<file path="src/core/lcd_aux_pkg.sv">
// Constants and types shared by the auxiliary command decoder.
package lcd_aux_pkg;

	// ==========================================================
	// Register bus map
	localparam int ADR_W = 4;
	localparam logic [3:0] CMD_OFFS = 4'h0;
	localparam logic [3:0] STATUS_OFFS = 4'h4;
	localparam int CMD_A0_BIT = 8;

	// ==========================================================
	// Command codes
	localparam logic [7:0] CMD_IND_OFF = 8'hAC;
	localparam logic [7:0] CMD_IND_ON = 8'hAD;
	localparam logic [7:0] CMD_PS_STANDBY = 8'hA8;
	localparam logic [7:0] CMD_PS_SLEEP = 8'hA9;
	localparam logic [7:0] CMD_PS_RELEASE = 8'hE1;
	localparam logic [7:0] CMD_NLINE_RESET = 8'hE4;
	localparam logic [7:0] CMD_OSC_ON = 8'hAB;
	localparam logic [7:0] CMD_NOP = 8'hE3;
	localparam logic [7:0] CMD_RESET = 8'hE2;
	localparam logic [3:0] CMD_NLINE_SET_HI = 4'h3;
	localparam logic [3:0] CMD_TEST_HI = 4'hF;

	// ==========================================================
	// Indicator modes and reset values
	localparam logic [1:0] IND_OFF = 2'h0;
	localparam logic [1:0] IND_FAST = 2'h1;
	localparam logic [1:0] IND_SLOW = 2'h2;
	localparam logic [1:0] IND_STEADY = 2'h3;
	localparam logic [3:0] NLINE_CNT_RESET = 4'h0;

	// ==========================================================
	// Blink timing: a period is split into two equal halves
	localparam int CLK_HZ = 50000000;
	localparam int BLINK_FAST_MS = 500;
	localparam int BLINK_SLOW_MS = 1000;
	localparam int BLINK_FAST_HALF = CLK_HZ / 1000 * BLINK_FAST_MS / 2;
	localparam int BLINK_SLOW_HALF = CLK_HZ / 1000 * BLINK_SLOW_MS / 2;
	localparam int BLINK_CNT_W = 25;

	// ==========================================================
	// Status word bit positions
	localparam int ST_PEND_BIT = 0;
	localparam int ST_IND_LSB = 1;
	localparam int ST_NLINE_LSB = 3;
	localparam int ST_NLINE_EN_BIT = 7;
	localparam int ST_OSC_BIT = 8;
	localparam int ST_STANDBY_BIT = 9;
	localparam int ST_SLEEP_BIT = 10;
	localparam int ST_TEST_BIT = 11;

	typedef enum logic [1:0] {PS_RUN, PS_STANDBY, PS_SLEEP} ps_state_t;

endpackage : lcd_aux_pkg

</file>
<file path="src/core/blink_divider.sv">
// Divides the display clock into the indicator blink waveform.
`timescale 1ns/1ns
module blink_divider
	import lcd_aux_pkg::*;
#(
	parameter int FAST_HALF = BLINK_FAST_HALF,
	parameter int SLOW_HALF = BLINK_SLOW_HALF
)(
	input  wire logic       clk_i,
	input  wire logic       rst_i,
	input  wire logic       run_i,
	input  wire logic [1:0] mode_i,
	output logic            phase_o
);

	logic [BLINK_CNT_W-1:0] cnt_q;
	logic [BLINK_CNT_W-1:0] limit;

	assign limit = (mode_i == IND_SLOW)
		? BLINK_CNT_W'(SLOW_HALF - 1)
		: BLINK_CNT_W'(FAST_HALF - 1);

	// The counter only advances while the display clock runs, so the
	// blink freezes in sleep and keeps going in stand-by.
	always_ff @(posedge clk_i)
	begin
		if (rst_i) begin
			cnt_q <= '0;
			phase_o <= 1'b0;
		end else if (run_i) begin
			if (cnt_q >= limit) begin
				cnt_q <= '0;
				phase_o <= ~phase_o;
			end else begin
				cnt_q <= cnt_q + 1'b1;
			end
		end
	end

endmodule : blink_divider

</file>
<file path="src/core/power_save_ctrl.sv">
// Power save state machine: run, stand-by and sleep.
`timescale 1ns/1ns
module power_save_ctrl
	import lcd_aux_pkg::*;
(
	input  wire logic clk_i,
	input  wire logic rst_i,
	input  wire logic enter_i,
	input  wire logic sleep_i,
	input  wire logic release_i,
	output ps_state_t state_o
);

	ps_state_t state_d;

	// Settings are held outside this machine, so leaving power save
	// brings back the prior operating state untouched.
	always_comb
	begin
		state_d = state_o;
		unique case (state_o)
			PS_RUN:
			begin
				if (enter_i)
					state_d = sleep_i ? PS_SLEEP : PS_STANDBY;
			end
			PS_STANDBY, PS_SLEEP:
			begin
				if (release_i)
					state_d = PS_RUN;
				else if (enter_i)
					state_d = sleep_i ? PS_SLEEP : PS_STANDBY;
			end
			default: state_d = PS_RUN;
		endcase
	end

	always_ff @(posedge clk_i)
	begin
		if (rst_i)
			state_o <= PS_RUN;
		else
			state_o <= state_d;
	end

endmodule : power_save_ctrl

</file>
<file path="src/core/lcd_aux_command_decoder.sv">
// Auxiliary display command decoder with a Wishbone command port.
//
// Summary of operation
// - indicator set loads two low bits only.
// - mode 01 blinks, half second period.
// - mode 10 blinks, one second period.
// - mode 11 keeps indicator steadily on.
// - power save: D0 0 stand-by, 1 sleep.
// - power save keeps settings, accepts data.
// - sleep stops oscillator and power supply.
// - sleep halts drive, outputs forced high.
// - stand-by stops supply, oscillator keeps running.
// - stand-by stops multiplex, indicator still driven.
// - power save drives display-off output low.
// - release restores state before power save.
// - count N gives N+1 reversal lines.
// - reversal reset keeps stored line count.
// - oscillator on needs master and internal.
// - nibble F enters test; reset/NOP leave.
// - after indicator on, only register set.
`timescale 1ns/1ns
module lcd_aux_command_decoder
	import lcd_aux_pkg::*;
#(
	parameter int FAST_HALF = lcd_aux_pkg::BLINK_FAST_HALF,
	parameter int SLOW_HALF = lcd_aux_pkg::BLINK_SLOW_HALF
)(
	input  wire logic                          clk_i,
	input  wire logic                          rst_i,
	input  wire logic                          hardware_reset_n_i,
	input  wire logic                          master_select_i,
	input  wire logic                          internal_osc_select_i,
	input  wire logic                          wb_cyc_i,
	input  wire logic                          wb_stb_i,
	input  wire logic                          wb_we_i,
	input  wire logic [lcd_aux_pkg::ADR_W-1:0] wb_adr_i,
	input  wire logic [3:0]                    wb_sel_i,
	input  wire logic [31:0]                   wb_dat_i,
	output logic      [31:0]                   wb_dat_o,
	output logic                               wb_ack_o,
	output logic                               display_off_output_n_o,
	output logic                               osc_enable_o,
	output logic                               power_supply_enable_o,
	output logic                               mux_drive_enable_o,
	output logic                               static_drive_enable_o,
	output logic                               seg_com_force_vdd_o,
	output logic                               indicator_o,
	output logic                               nline_enable_o,
	output logic      [3:0]                    nline_count_o,
	output logic                               test_mode_o,
	output logic                               ram_write_o,
	output logic      [7:0]                    ram_data_o
);

	import lcd_aux_pkg::*;

	// ==========================================================
	// Declarations
	logic       rst_int;
	logic       req;
	logic       cmd_wr;
	logic       a0;
	logic [7:0] code;
	logic       is_cmd;
	logic       accept;
	logic       ind_set;
	logic       osc_allowed;
	logic       clk_running;
	logic       blink_phase;
	logic       ind_level;
	logic       ps_enter;
	logic       ps_release;
	logic       is_test;
	logic       is_reset;
	logic       is_nop;
	logic       ind_pend_q;
	logic [1:0] ind_mode_q;
	logic [3:0] nline_cnt_q;
	logic       nline_en_q;
	logic       osc_on_q;
	logic       test_q;
	logic [31:0] status;
	ps_state_t  ps_state;

	// ==========================================================
	// Reset and bus request decode

	// The reset pin is sampled like any other synchronous input and
	// acts together with the system reset.
	assign rst_int = rst_i | ~hardware_reset_n_i;

	// A request is taken once; the cycle that raises ack is the one
	// in which a write has its effect.
	assign req = wb_cyc_i & wb_stb_i & ~wb_ack_o;

	assign cmd_wr = req & wb_we_i & wb_sel_i[0]
		& (wb_adr_i == CMD_OFFS);

	// Bit eight carries the command or data select pin level.
	assign a0 = wb_dat_i[CMD_A0_BIT] & wb_sel_i[1];
	assign code = wb_dat_i[7:0];
	assign is_cmd = cmd_wr & ~a0;

	// ==========================================================
	// Command classification

	// While an indicator register set is awaited every other command
	// is swallowed, so a stray byte cannot be taken as a command.
	assign accept = is_cmd & ~ind_pend_q;
	assign ind_set = is_cmd & ind_pend_q;

	assign is_test = accept & (code[7:4] == CMD_TEST_HI);
	assign is_reset = accept & (code == CMD_RESET);
	assign is_nop = accept & (code == CMD_NOP);

	assign ps_enter = accept
		& ((code == CMD_PS_STANDBY) | (code == CMD_PS_SLEEP));
	assign ps_release = accept & (code == CMD_PS_RELEASE);

	assign osc_allowed = master_select_i & internal_osc_select_i;

	// ==========================================================
	// Wishbone slave

	// Every access is answered one cycle after it is seen; unmapped
	// addresses read zero and drop writes.
	always_ff @(posedge clk_i)
	begin
		if (rst_i)
			wb_ack_o <= 1'b0;
		else
			wb_ack_o <= req;
	end

	always_comb
	begin
		status = '0;
		status[ST_PEND_BIT] = ind_pend_q;
		status[ST_IND_LSB +: 2] = ind_mode_q;
		status[ST_NLINE_LSB +: 4] = nline_cnt_q;
		status[ST_NLINE_EN_BIT] = nline_en_q;
		status[ST_OSC_BIT] = osc_on_q;
		status[ST_STANDBY_BIT] = (ps_state == PS_STANDBY);
		status[ST_SLEEP_BIT] = (ps_state == PS_SLEEP);
		status[ST_TEST_BIT] = test_q;
	end

	always_ff @(posedge clk_i)
	begin
		if (rst_i)
			wb_dat_o <= '0;
		else if (req & ~wb_we_i & (wb_adr_i == STATUS_OFFS))
			wb_dat_o <= status;
		else
			wb_dat_o <= '0;
	end

	// ==========================================================
	// Display data path

	// Data bytes pass straight on to the display memory in every
	// power state; power save never blocks them.
	always_ff @(posedge clk_i)
	begin
		if (rst_int) begin
			ram_write_o <= 1'b0;
			ram_data_o <= '0;
		end else begin
			ram_write_o <= cmd_wr & a0;
			if (cmd_wr & a0)
				ram_data_o <= code;
		end
	end

	// ==========================================================
	// Static indicator

	always_ff @(posedge clk_i)
	begin
		if (rst_int)
			ind_pend_q <= 1'b0;
		else if (ind_set)
			ind_pend_q <= 1'b0;
		else if (accept & (code == CMD_IND_ON))
			ind_pend_q <= 1'b1;
	end

	// The reset command also returns the indicator to off.
	always_ff @(posedge clk_i)
	begin
		if (rst_int)
			ind_mode_q <= IND_OFF;
		else if (ind_set)
			ind_mode_q <= code[1:0];
		else if (accept & (code == CMD_IND_OFF))
			ind_mode_q <= IND_OFF;
		else if (is_reset)
			ind_mode_q <= IND_OFF;
	end

	// The divider runs on whatever display clock is live: the
	// internal oscillator or an outside source when either select pin is low.
	assign clk_running = (osc_on_q | ~osc_allowed)
		& (ps_state != PS_SLEEP);

	blink_divider #(
		.FAST_HALF (FAST_HALF),
		.SLOW_HALF (SLOW_HALF)
	) u_blink (
		.clk_i   (clk_i),
		.rst_i   (rst_int),
		.run_i   (clk_running),
		.mode_i  (ind_mode_q),
		.phase_o (blink_phase)
	);

	always_comb
	begin
		unique case (ind_mode_q)
			IND_OFF:    ind_level = 1'b0;
			IND_FAST:   ind_level = blink_phase;
			IND_SLOW:   ind_level = blink_phase;
			IND_STEADY: ind_level = 1'b1;
		endcase
	end

	// ==========================================================
	// Power save

	power_save_ctrl u_ps (
		.clk_i     (clk_i),
		.rst_i     (rst_int),
		.enter_i   (ps_enter),
		.sleep_i   (code[0]),
		.release_i (ps_release),
		.state_o   (ps_state)
	);

	// ==========================================================
	// n-line reversal

	// The stored count is N; the panel reverses every N+1 lines.
	always_ff @(posedge clk_i)
	begin
		if (rst_int)
			nline_cnt_q <= NLINE_CNT_RESET;
		else if (accept & (code[7:4] == CMD_NLINE_SET_HI))
			nline_cnt_q <= code[3:0];
	end

	// A count of zero selects no reversal, so it leaves the drive in
	// plain frame alternation.
	always_ff @(posedge clk_i)
	begin
		if (rst_int)
			nline_en_q <= 1'b0;
		else if (accept & (code[7:4] == CMD_NLINE_SET_HI))
			nline_en_q <= (code[3:0] != NLINE_CNT_RESET);
		else if (accept & (code == CMD_NLINE_RESET))
			nline_en_q <= 1'b0;
	end

	// ==========================================================
	// Oscillator

	always_ff @(posedge clk_i)
	begin
		if (rst_int)
			osc_on_q <= 1'b0;
		else if (accept & (code == CMD_OSC_ON) & osc_allowed)
			osc_on_q <= 1'b1;
	end

	// ==========================================================
	// Test mode

	// Test mode only flags the condition; it has no effect on
	// normal decoding here.
	always_ff @(posedge clk_i)
	begin
		if (rst_int)
			test_q <= 1'b0;
		else if (is_test)
			test_q <= 1'b1;
		else if (is_reset | is_nop)
			test_q <= 1'b0;
	end

	// ==========================================================
	// Registered outputs

	always_ff @(posedge clk_i)
	begin
		if (rst_int) begin
			osc_enable_o <= 1'b0;
			power_supply_enable_o <= 1'b1;
			display_off_output_n_o <= 1'b1;
		end else begin
			// Stand-by keeps the oscillator for the indicator.
			osc_enable_o <= osc_on_q
				& (ps_state != PS_SLEEP);
			power_supply_enable_o <=
				(ps_state == PS_RUN);
			display_off_output_n_o <=
				(ps_state == PS_RUN);
		end
	end

	always_ff @(posedge clk_i)
	begin
		if (rst_int) begin
			mux_drive_enable_o <= 1'b1;
			static_drive_enable_o <= 1'b1;
			seg_com_force_vdd_o <= 1'b0;
			indicator_o <= 1'b0;
		end else begin
			mux_drive_enable_o <=
				(ps_state == PS_RUN);
			static_drive_enable_o <=
				(ps_state != PS_SLEEP);
			seg_com_force_vdd_o <=
				(ps_state != PS_RUN);
			indicator_o <= ind_level
				& (ps_state != PS_SLEEP);
		end
	end

	always_ff @(posedge clk_i)
	begin
		if (rst_int) begin
			nline_enable_o <= 1'b0;
			nline_count_o <= NLINE_CNT_RESET;
			test_mode_o <= 1'b0;
		end else begin
			nline_enable_o <= nline_en_q;
			nline_count_o <= nline_cnt_q;
			test_mode_o <= test_q;
		end
	end

endmodule : lcd_aux_command_decoder

</file>
<file path="config.mk">
export PLATFORM = sky130hd
export DESIGN_NAME = lcd_aux_command_decoder
export DESIGN_NICKNAME = d
export VERILOG_FILES = /design/src/core/lcd_aux_pkg.sv /design/src/core/blink_divider.sv /design/src/core/power_save_ctrl.sv /design/src/core/lcd_aux_command_decoder.sv
export SDC_FILE = /design/constraint.sdc
export NUM_CORES = 1
export LEC_CHECK = 0
export BUFFER_PORTS_ARGS = -buffer_cell sky130_fd_sc_hd__buf_2
export CAP_MARGIN = 20
export CORE_UTILIZATION = 35
export CTS_BUF_LIST = sky130_fd_sc_hd__clkbuf_8 sky130_fd_sc_hd__clkbuf_16
export DETAILED_ROUTE_END_ITERATION = 8
export PLACE_DENSITY = 0.6
export SETUP_SLACK_MARGIN = 0.1
export SLEW_MARGIN = 10
export SYNTH_ARGS = -nofsm -noshare
export SYNTH_HDL_FRONTEND = slang
export SYNTH_SLANG_ARGS = --single-unit
</file>
<file path="constraint.sdc">
create_clock -name clk_i -period 4.5 [get_ports clk_i]
set_input_delay 0.45 -clock clk_i [delete_from_list [all_inputs] [get_ports clk_i]]
set_output_delay 0.45 -clock clk_i [all_outputs]
set_load 0.05 [all_outputs]
</file>
Word-level counts from Yosys, hierarchy flattened
Index checks and enable logic that the tools add are counted.

Bitwise gates (word level): 39. Add/sub/neg operators: 1. Reduce and logical (&&, ||, !) cells: 13. Muxes and demuxes: 14. Order comparisons: 1. Equality and inequality tests: 18.

Operators by type and width (number): 8-bit equality test, second input constant (9); 25-bit two-way mux (2); 1-bit AND (27); 25-bit by 1-bit adder with 25-bit output, second input constant (1); 25-bit >= comparator (1); 2-bit two-way mux (6); 1-bit inverter (8); 2-bit OR reduction (4); 2-bit equality test, second input constant (3); 2-bit nonzero test (3); 2-bit by 1-bit equality test with 1-bit output, second input constant (2); 4-bit by 2-bit equality test with 1-bit output, second input constant (1); 4-bit by 3-bit equality test with 1-bit output, second input constant (1); 4-bit equality test, second input constant (1); 2-bit zero test (2); 4-bit zero test (1); 1-bit two-way mux (4); 1-bit OR (4); 2-bit case mux with 2 select lines (1); 4-bit nonzero test (1); 1-bit case mux with 3 select lines (1); 3-bit nonzero test (1); 2-bit inequality test, second input constant (1); 2-bit AND reduction (1).

Flip-flop bits (word level): 91. Bits of input ports: 48. Logic and storage cells: 108. Output and inout bits: 55.

Depth between registers and ports, before layout
Depth in word-level cells: 11. Mapped depth: 10. Depth with buffers taken out: 9.

By module
Synthesis repeated with hierarchy kept, for this count alone.

Cell total of the unflattened synthesis: 386. Area, all modules: 3647.2 µm².

Modules (own cells, without submodules): lcd_aux_command_decoder (cells each 191, seq. area each 860.8 µm², times used 1, area each 1836.8 µm²); blink_divider (cells each 181, seq. area each 520.5 µm², times used 1, area each 1664.1 µm²); power_save_ctrl (cells each 14, seq. area each 40.0 µm², times used 1, area each 146.4 µm²).

Worst setup path before layout
OpenSTA, ideal clock, no wires.

Kind: reg2reg. From: register ind_mode_q[0]. To: register u_blink.cnt_q[6]. Path slack: 2.358 ns. Buffers on the path: 1. Stages on the path, launching flop included: 11. Arrival time: 2.028 ns. Data required time: 4.385 ns. Setup time: 0.115 ns. Period minus slack after synthesis: 2.142 ns. Cells stage by stage: dfxtp_1 inv_1 ha_1 inv_1 ha_1 nand3_1 nor4_2 nor3_1 a21oi_2 buf_4 nor2_1.

Longest elaborated chain between the ends: 4.

Ends and longest elaborated chain: from (decl) (RTL line lcd_aux_command_decoder.sv:77) `logic [1:0] ind_mode_q;`; from (signal assigned) (RTL line lcd_aux_command_decoder.sv:194) `ind_mode_q <= code[1:0];`; 2-bit equality test (RTL line blink_divider.sv:19) `assign limit = (mode_i == IND_SLOW)`; 25-bit two-way mux (RTL line blink_divider.sv:20) `? BLINK_CNT_W'(SLOW_HALF - 1)`; 25-bit >= comparator (RTL line blink_divider.sv:31) `if (cnt_q >= limit) begin`; 25-bit two-way mux (RTL line blink_divider.sv:31); to (signal assigned) (RTL line blink_divider.sv:35) `cnt_q <= cnt_q + 1'b1;`; to (decl) (RTL line blink_divider.sv:16) `logic [BLINK_CNT_W-1:0] cnt_q;`.

Every way passes these cells. A chain may end at the register's enable or synchronous reset.

Worst setup path after layout
From: register ind_mode_q[1]. To: register u_blink.cnt_q[20].

Same word-level chain as after synthesis.

==> results.md <==
* Status: completed
* Initial antenna violation count at 0
* Crit path top cell by count: ha_1
* Vias in the first global route at about 2300
* RSZ-0062 raised after global routing: false
* Lkg Pwr at roughly 1.7 nW
* Die height at about 100 um
* R2R Path End: u_blink.cnt_q[20]$_SDFFE_PP0P_
* Root buffer cell: clkbuf_8
* Synth Instances at approximately 370
* Worst Hold Launch: rst_i
* Resized cells post-CTS at 0
* Slew of the pin with the lowest slew margin at roughly 0.73 ns
* Register area share after synthesis at 0.425
* Placer congestion estimate at 0.790
* Critical path type: reg2reg
* Vias/cell at about 4.7
* Post-synth EDFFs at 0
* Fmax at ~380 MHz
* Crit path largest cell delay at between 0.4 and 0.5 ns
* Fin Clk Skew at between 0.007 and 0.008 ns
* Main flop type after synthesis: dfxtp_1
* Period utilization at 0.578
* Final #Nets at about 500
* Count leader, synth: dfxtp_1
* Met2 GRT Util at 0.208
* # Post-CTS Setup Buffers at 0
* Layout cells sized above 1 at 0.197
* Worst hold path type: in2reg
* Critical Path RT at about 4.7 ns
* Clk sinks at 71
* Setup_tns at 0 ns
* Finish-stage setup viols at 0
* Max-slew violations at 0
* Layout area overhead at 17.7%
* IO Pins at between 100 and 150
* Arr. time, crit path at roughly 2.8 ns
* Worst Setup Start Kind: register
* Global routing's busiest layer: met2
* Syn Area/Cell at roughly 9 sq um
* N_diodes at 0
* WL final at between 6 and 7 mm
* Iter 0 DRT Violations at around 160
* Yosys warnings at 0
* Tmin final at about 2.6 ns
* Pwr per Cell Area at 353 mW/mm^2
* Yosys cell types at between 40 and 50
* Die Area at between 0.009 and 0.01 sq mm
* Routed vias at ~2600
* Top cells by area, synth: dfxtp_1 42%, ha_1 6.4%, nor2_1 5.8%
* DRC errors left at 0
* Post-Layout Cell Count at 560
* Hold EP: wb_ack_o$_SDFF_PP0_
* Met1 Usage GRT at 0.199
* Final Hold Viols at 0
* Mapped Area at about 0.0033 sq mm
* Layout fillers at 922
* Std-Cell Rows at 35
* Number of max-cap violations at 0
* TritonCTS clock tree: built
* Initial Util at 0.362
* First drt pass iteration count at 4
* DP Area at roughly 0.0037 sq mm
* Clock insertion delay at the later pin of the skew report at about 0.35 ns
* FFs w/ async S/R, synth at 0
* Hold depth at 2
* Most frequent cells after synthesis: 71 x dfxtp_1, 52 x nor2_1, 24 x buf_4, 22 x nand2_1, 21 x xor2_1
* Die X-Extent at 99.8 um
* Type of destination of the critical path: register
* Port bufs at 57
* DP Wirelength at slightly below 5 mm
* Leading area contributor after synthesis: dfxtp_1
* ANT nets after route at 0
* Num CTS Buffers at 9
* Post-synth top area share at 0.425
* Total chip power at between 1 and 1.5 mW
* Fin util at 0.426
* Slowest CP cell: a211oi_1
* First-pass GRT wire length at approximately 11 mm
* Worst Path Max Fanout at 20
* Wire length per cell at 11.9 um
* Core box area at 0.00924 sq mm
* Final Cell Area at ~0.004 sq mm
* Max VDD drop at ~0.00014 V
* Met3 Usage GRT at 0.0251
* Hold-fix buffers, CTS at 0
* Setup slack, reg-to-reg at 1.90 ns
* Placed cells at ~540
* Reg2reg start: ind_mode_q[1]$_SDFFE_PP0P_
* Gr ovfl total at 0
* Worst-path cell chain: ha_1, inv_1, ha_1, a21oi_1, a211oi_1, nor3_1, a21oi_2, buf_8, nor2_1
* Maximum clock path buffer count at 2
* Worst R2R Path Depth at 9
* #FFs+latches synth at 71
* Slew headroom at 0.509
* Reg clk slew, reported paths at around 0.080 ns
* Pin count of the biggest net entering global routing at 26
* GRT Util Overall at 0.142
* H-tree Lvls at 3
==> how the worst max path moves through the flow <==
stage	startpoint	slack (ns)	depth (start not counted)	endpoint
floorplan	ind_mode_q[0]$_SDFFE_PP0P_	2.36	10	u_blink.cnt_q[6]$_SDFFE_PP0P_
global placement	ind_mode_q[1]$_SDFFE_PP0P_	1.58	8	u_blink.cnt_q[0]$_SDFFE_PP0P_
detailed placement	ind_mode_q[1]$_SDFFE_PP0P_	1.47	8	u_blink.cnt_q[15]$_SDFFE_PP0P_
CTS	ind_mode_q[0]$_SDFFE_PP0P_	1.46	9	u_blink.cnt_q[24]$_SDFFE_PP0P_
global route	ind_mode_q[1]$_SDFFE_PP0P_	1.64	9	u_blink.cnt_q[20]$_SDFFE_PP0P_
finish	ind_mode_q[1]$_SDFFE_PP0P_	1.90	9	u_blink.cnt_q[20]$_SDFFE_PP0P_
==> through the flow <==
stage          hold slack (ns)  worst slack [ns]
2_1_floorplan            0.421              2.36
5_1_grt                  0.298              1.64
4_1_cts                  0.268              1.46
3_3_place_gp             0.447              1.58
3_5_place_dp             0.453              1.47
6_report                 0.288              1.90
==> power breakdown <==
part | internal [mW] | switching (mW) | leakage [nW]
Sequential | 0.631 | 0.00286 | 0.572
Combinational | 0.0195 | 0.0693 | 0.970
Clock | 0.426 | 0.244 | 0.130
==> placed cells by master, fill, tap and decap left out, types with 2 or more instances in the layout <==
| cell | n |
|---|---|
| xor2_1 | 21 |
| or4_1 | 2 |
| a211oi_1 | 2 |
| dfxtp_1 | 71 |
| o21ai_0 | 6 |
| buf_4 | 3 |
| clkinv_4 | 2 |
| nand4_1 | 14 |
| nand3b_1 | 3 |
| buf_2 | 57 |
| nor2b_1 | 2 |
| and4_1 | 3 |
| nor4_1 | 4 |
| conb_1 | 20 |
| ha_1 | 17 |
| and3_1 | 3 |
| a21oi_1 | 10 |
| a21o_1 | 2 |
| nand3_1 | 17 |
| nand2b_1 | 4 |
| o211ai_1 | 2 |
| mux2i_1 | 13 |
| nor2_1 | 52 |
| bufinv_16 | 4 |
| inv_1 | 10 |
| and2_1 | 18 |
| clkbuf_8 | 9 |
| xnor2_1 | 3 |
| nor3_1 | 13 |
| nand2_1 | 22 |
==> critical path, delay by kind of cell (launching register included) <==
family	cells	cell delay, ns
DFF	1	0.41
adders and majority gates	2	0.65
AOI/OAI and AO/OA	3	0.88
and+or+nand+nor	2	0.16
buffers and inverters	2	0.38
==> state kept, by name (all words and copies together) (netlist names), 2 cells and up <==
name / cells
nline_count_o: 4
nline_cnt_q: 4
ind_mode_q: 2
u_blink.cnt_q: 25
u_ps.state_o: 2
wb_dat_o: 12
ram_data_o: 8
==> cells by family (layout without fill, tap and decap cells) <==
group / count (synthesis) / count (layout) / synth area share
adder cells (fa/ha/maj): 17 / 17 / 0.0635
AND/OR/NAND/NOR: 169 / 169 / 0.269
buffers and inverters: 47 / 87 / 0.0822
AO/OA/AOI/OAI: 30 / 30 / 0.0576
multiplexers: 13 / 13 / 0.0389
XOR/XNOR: 24 / 24 / 0.0628
flip-flops: 71 / 71 / 0.425
other: 1 / 20 / 0.00112
==> layer usage <==
layer,wire length (um),part of all wire,vias up
met4,131,0.020,0
met2,2880,0.43,62
met1,3350,0.50,1227
li1,-,-,1334
met5,0,0,-
met3,280,0.042,9
==> final cells by class <==
| cell class | instances | area, sq um | share of cell area |
|---|---|---|---|
| multi-input combinational | 273 | 1730 | 0.439 |
| clock inverter | 7 | 145 | 0.0368 |
| clock buffer | 9 | 124 | 0.0314 |
| inverter | 10 | 37.5 | 0.00953 |
| sequential | 71 | 1420 | 0.361 |
| tap | 129 | 161 | 0.0410 |
| timing repair buffer | 61 | 323 | 0.0819 |
No activity file was read; power rests on OpenSTA's default activity.
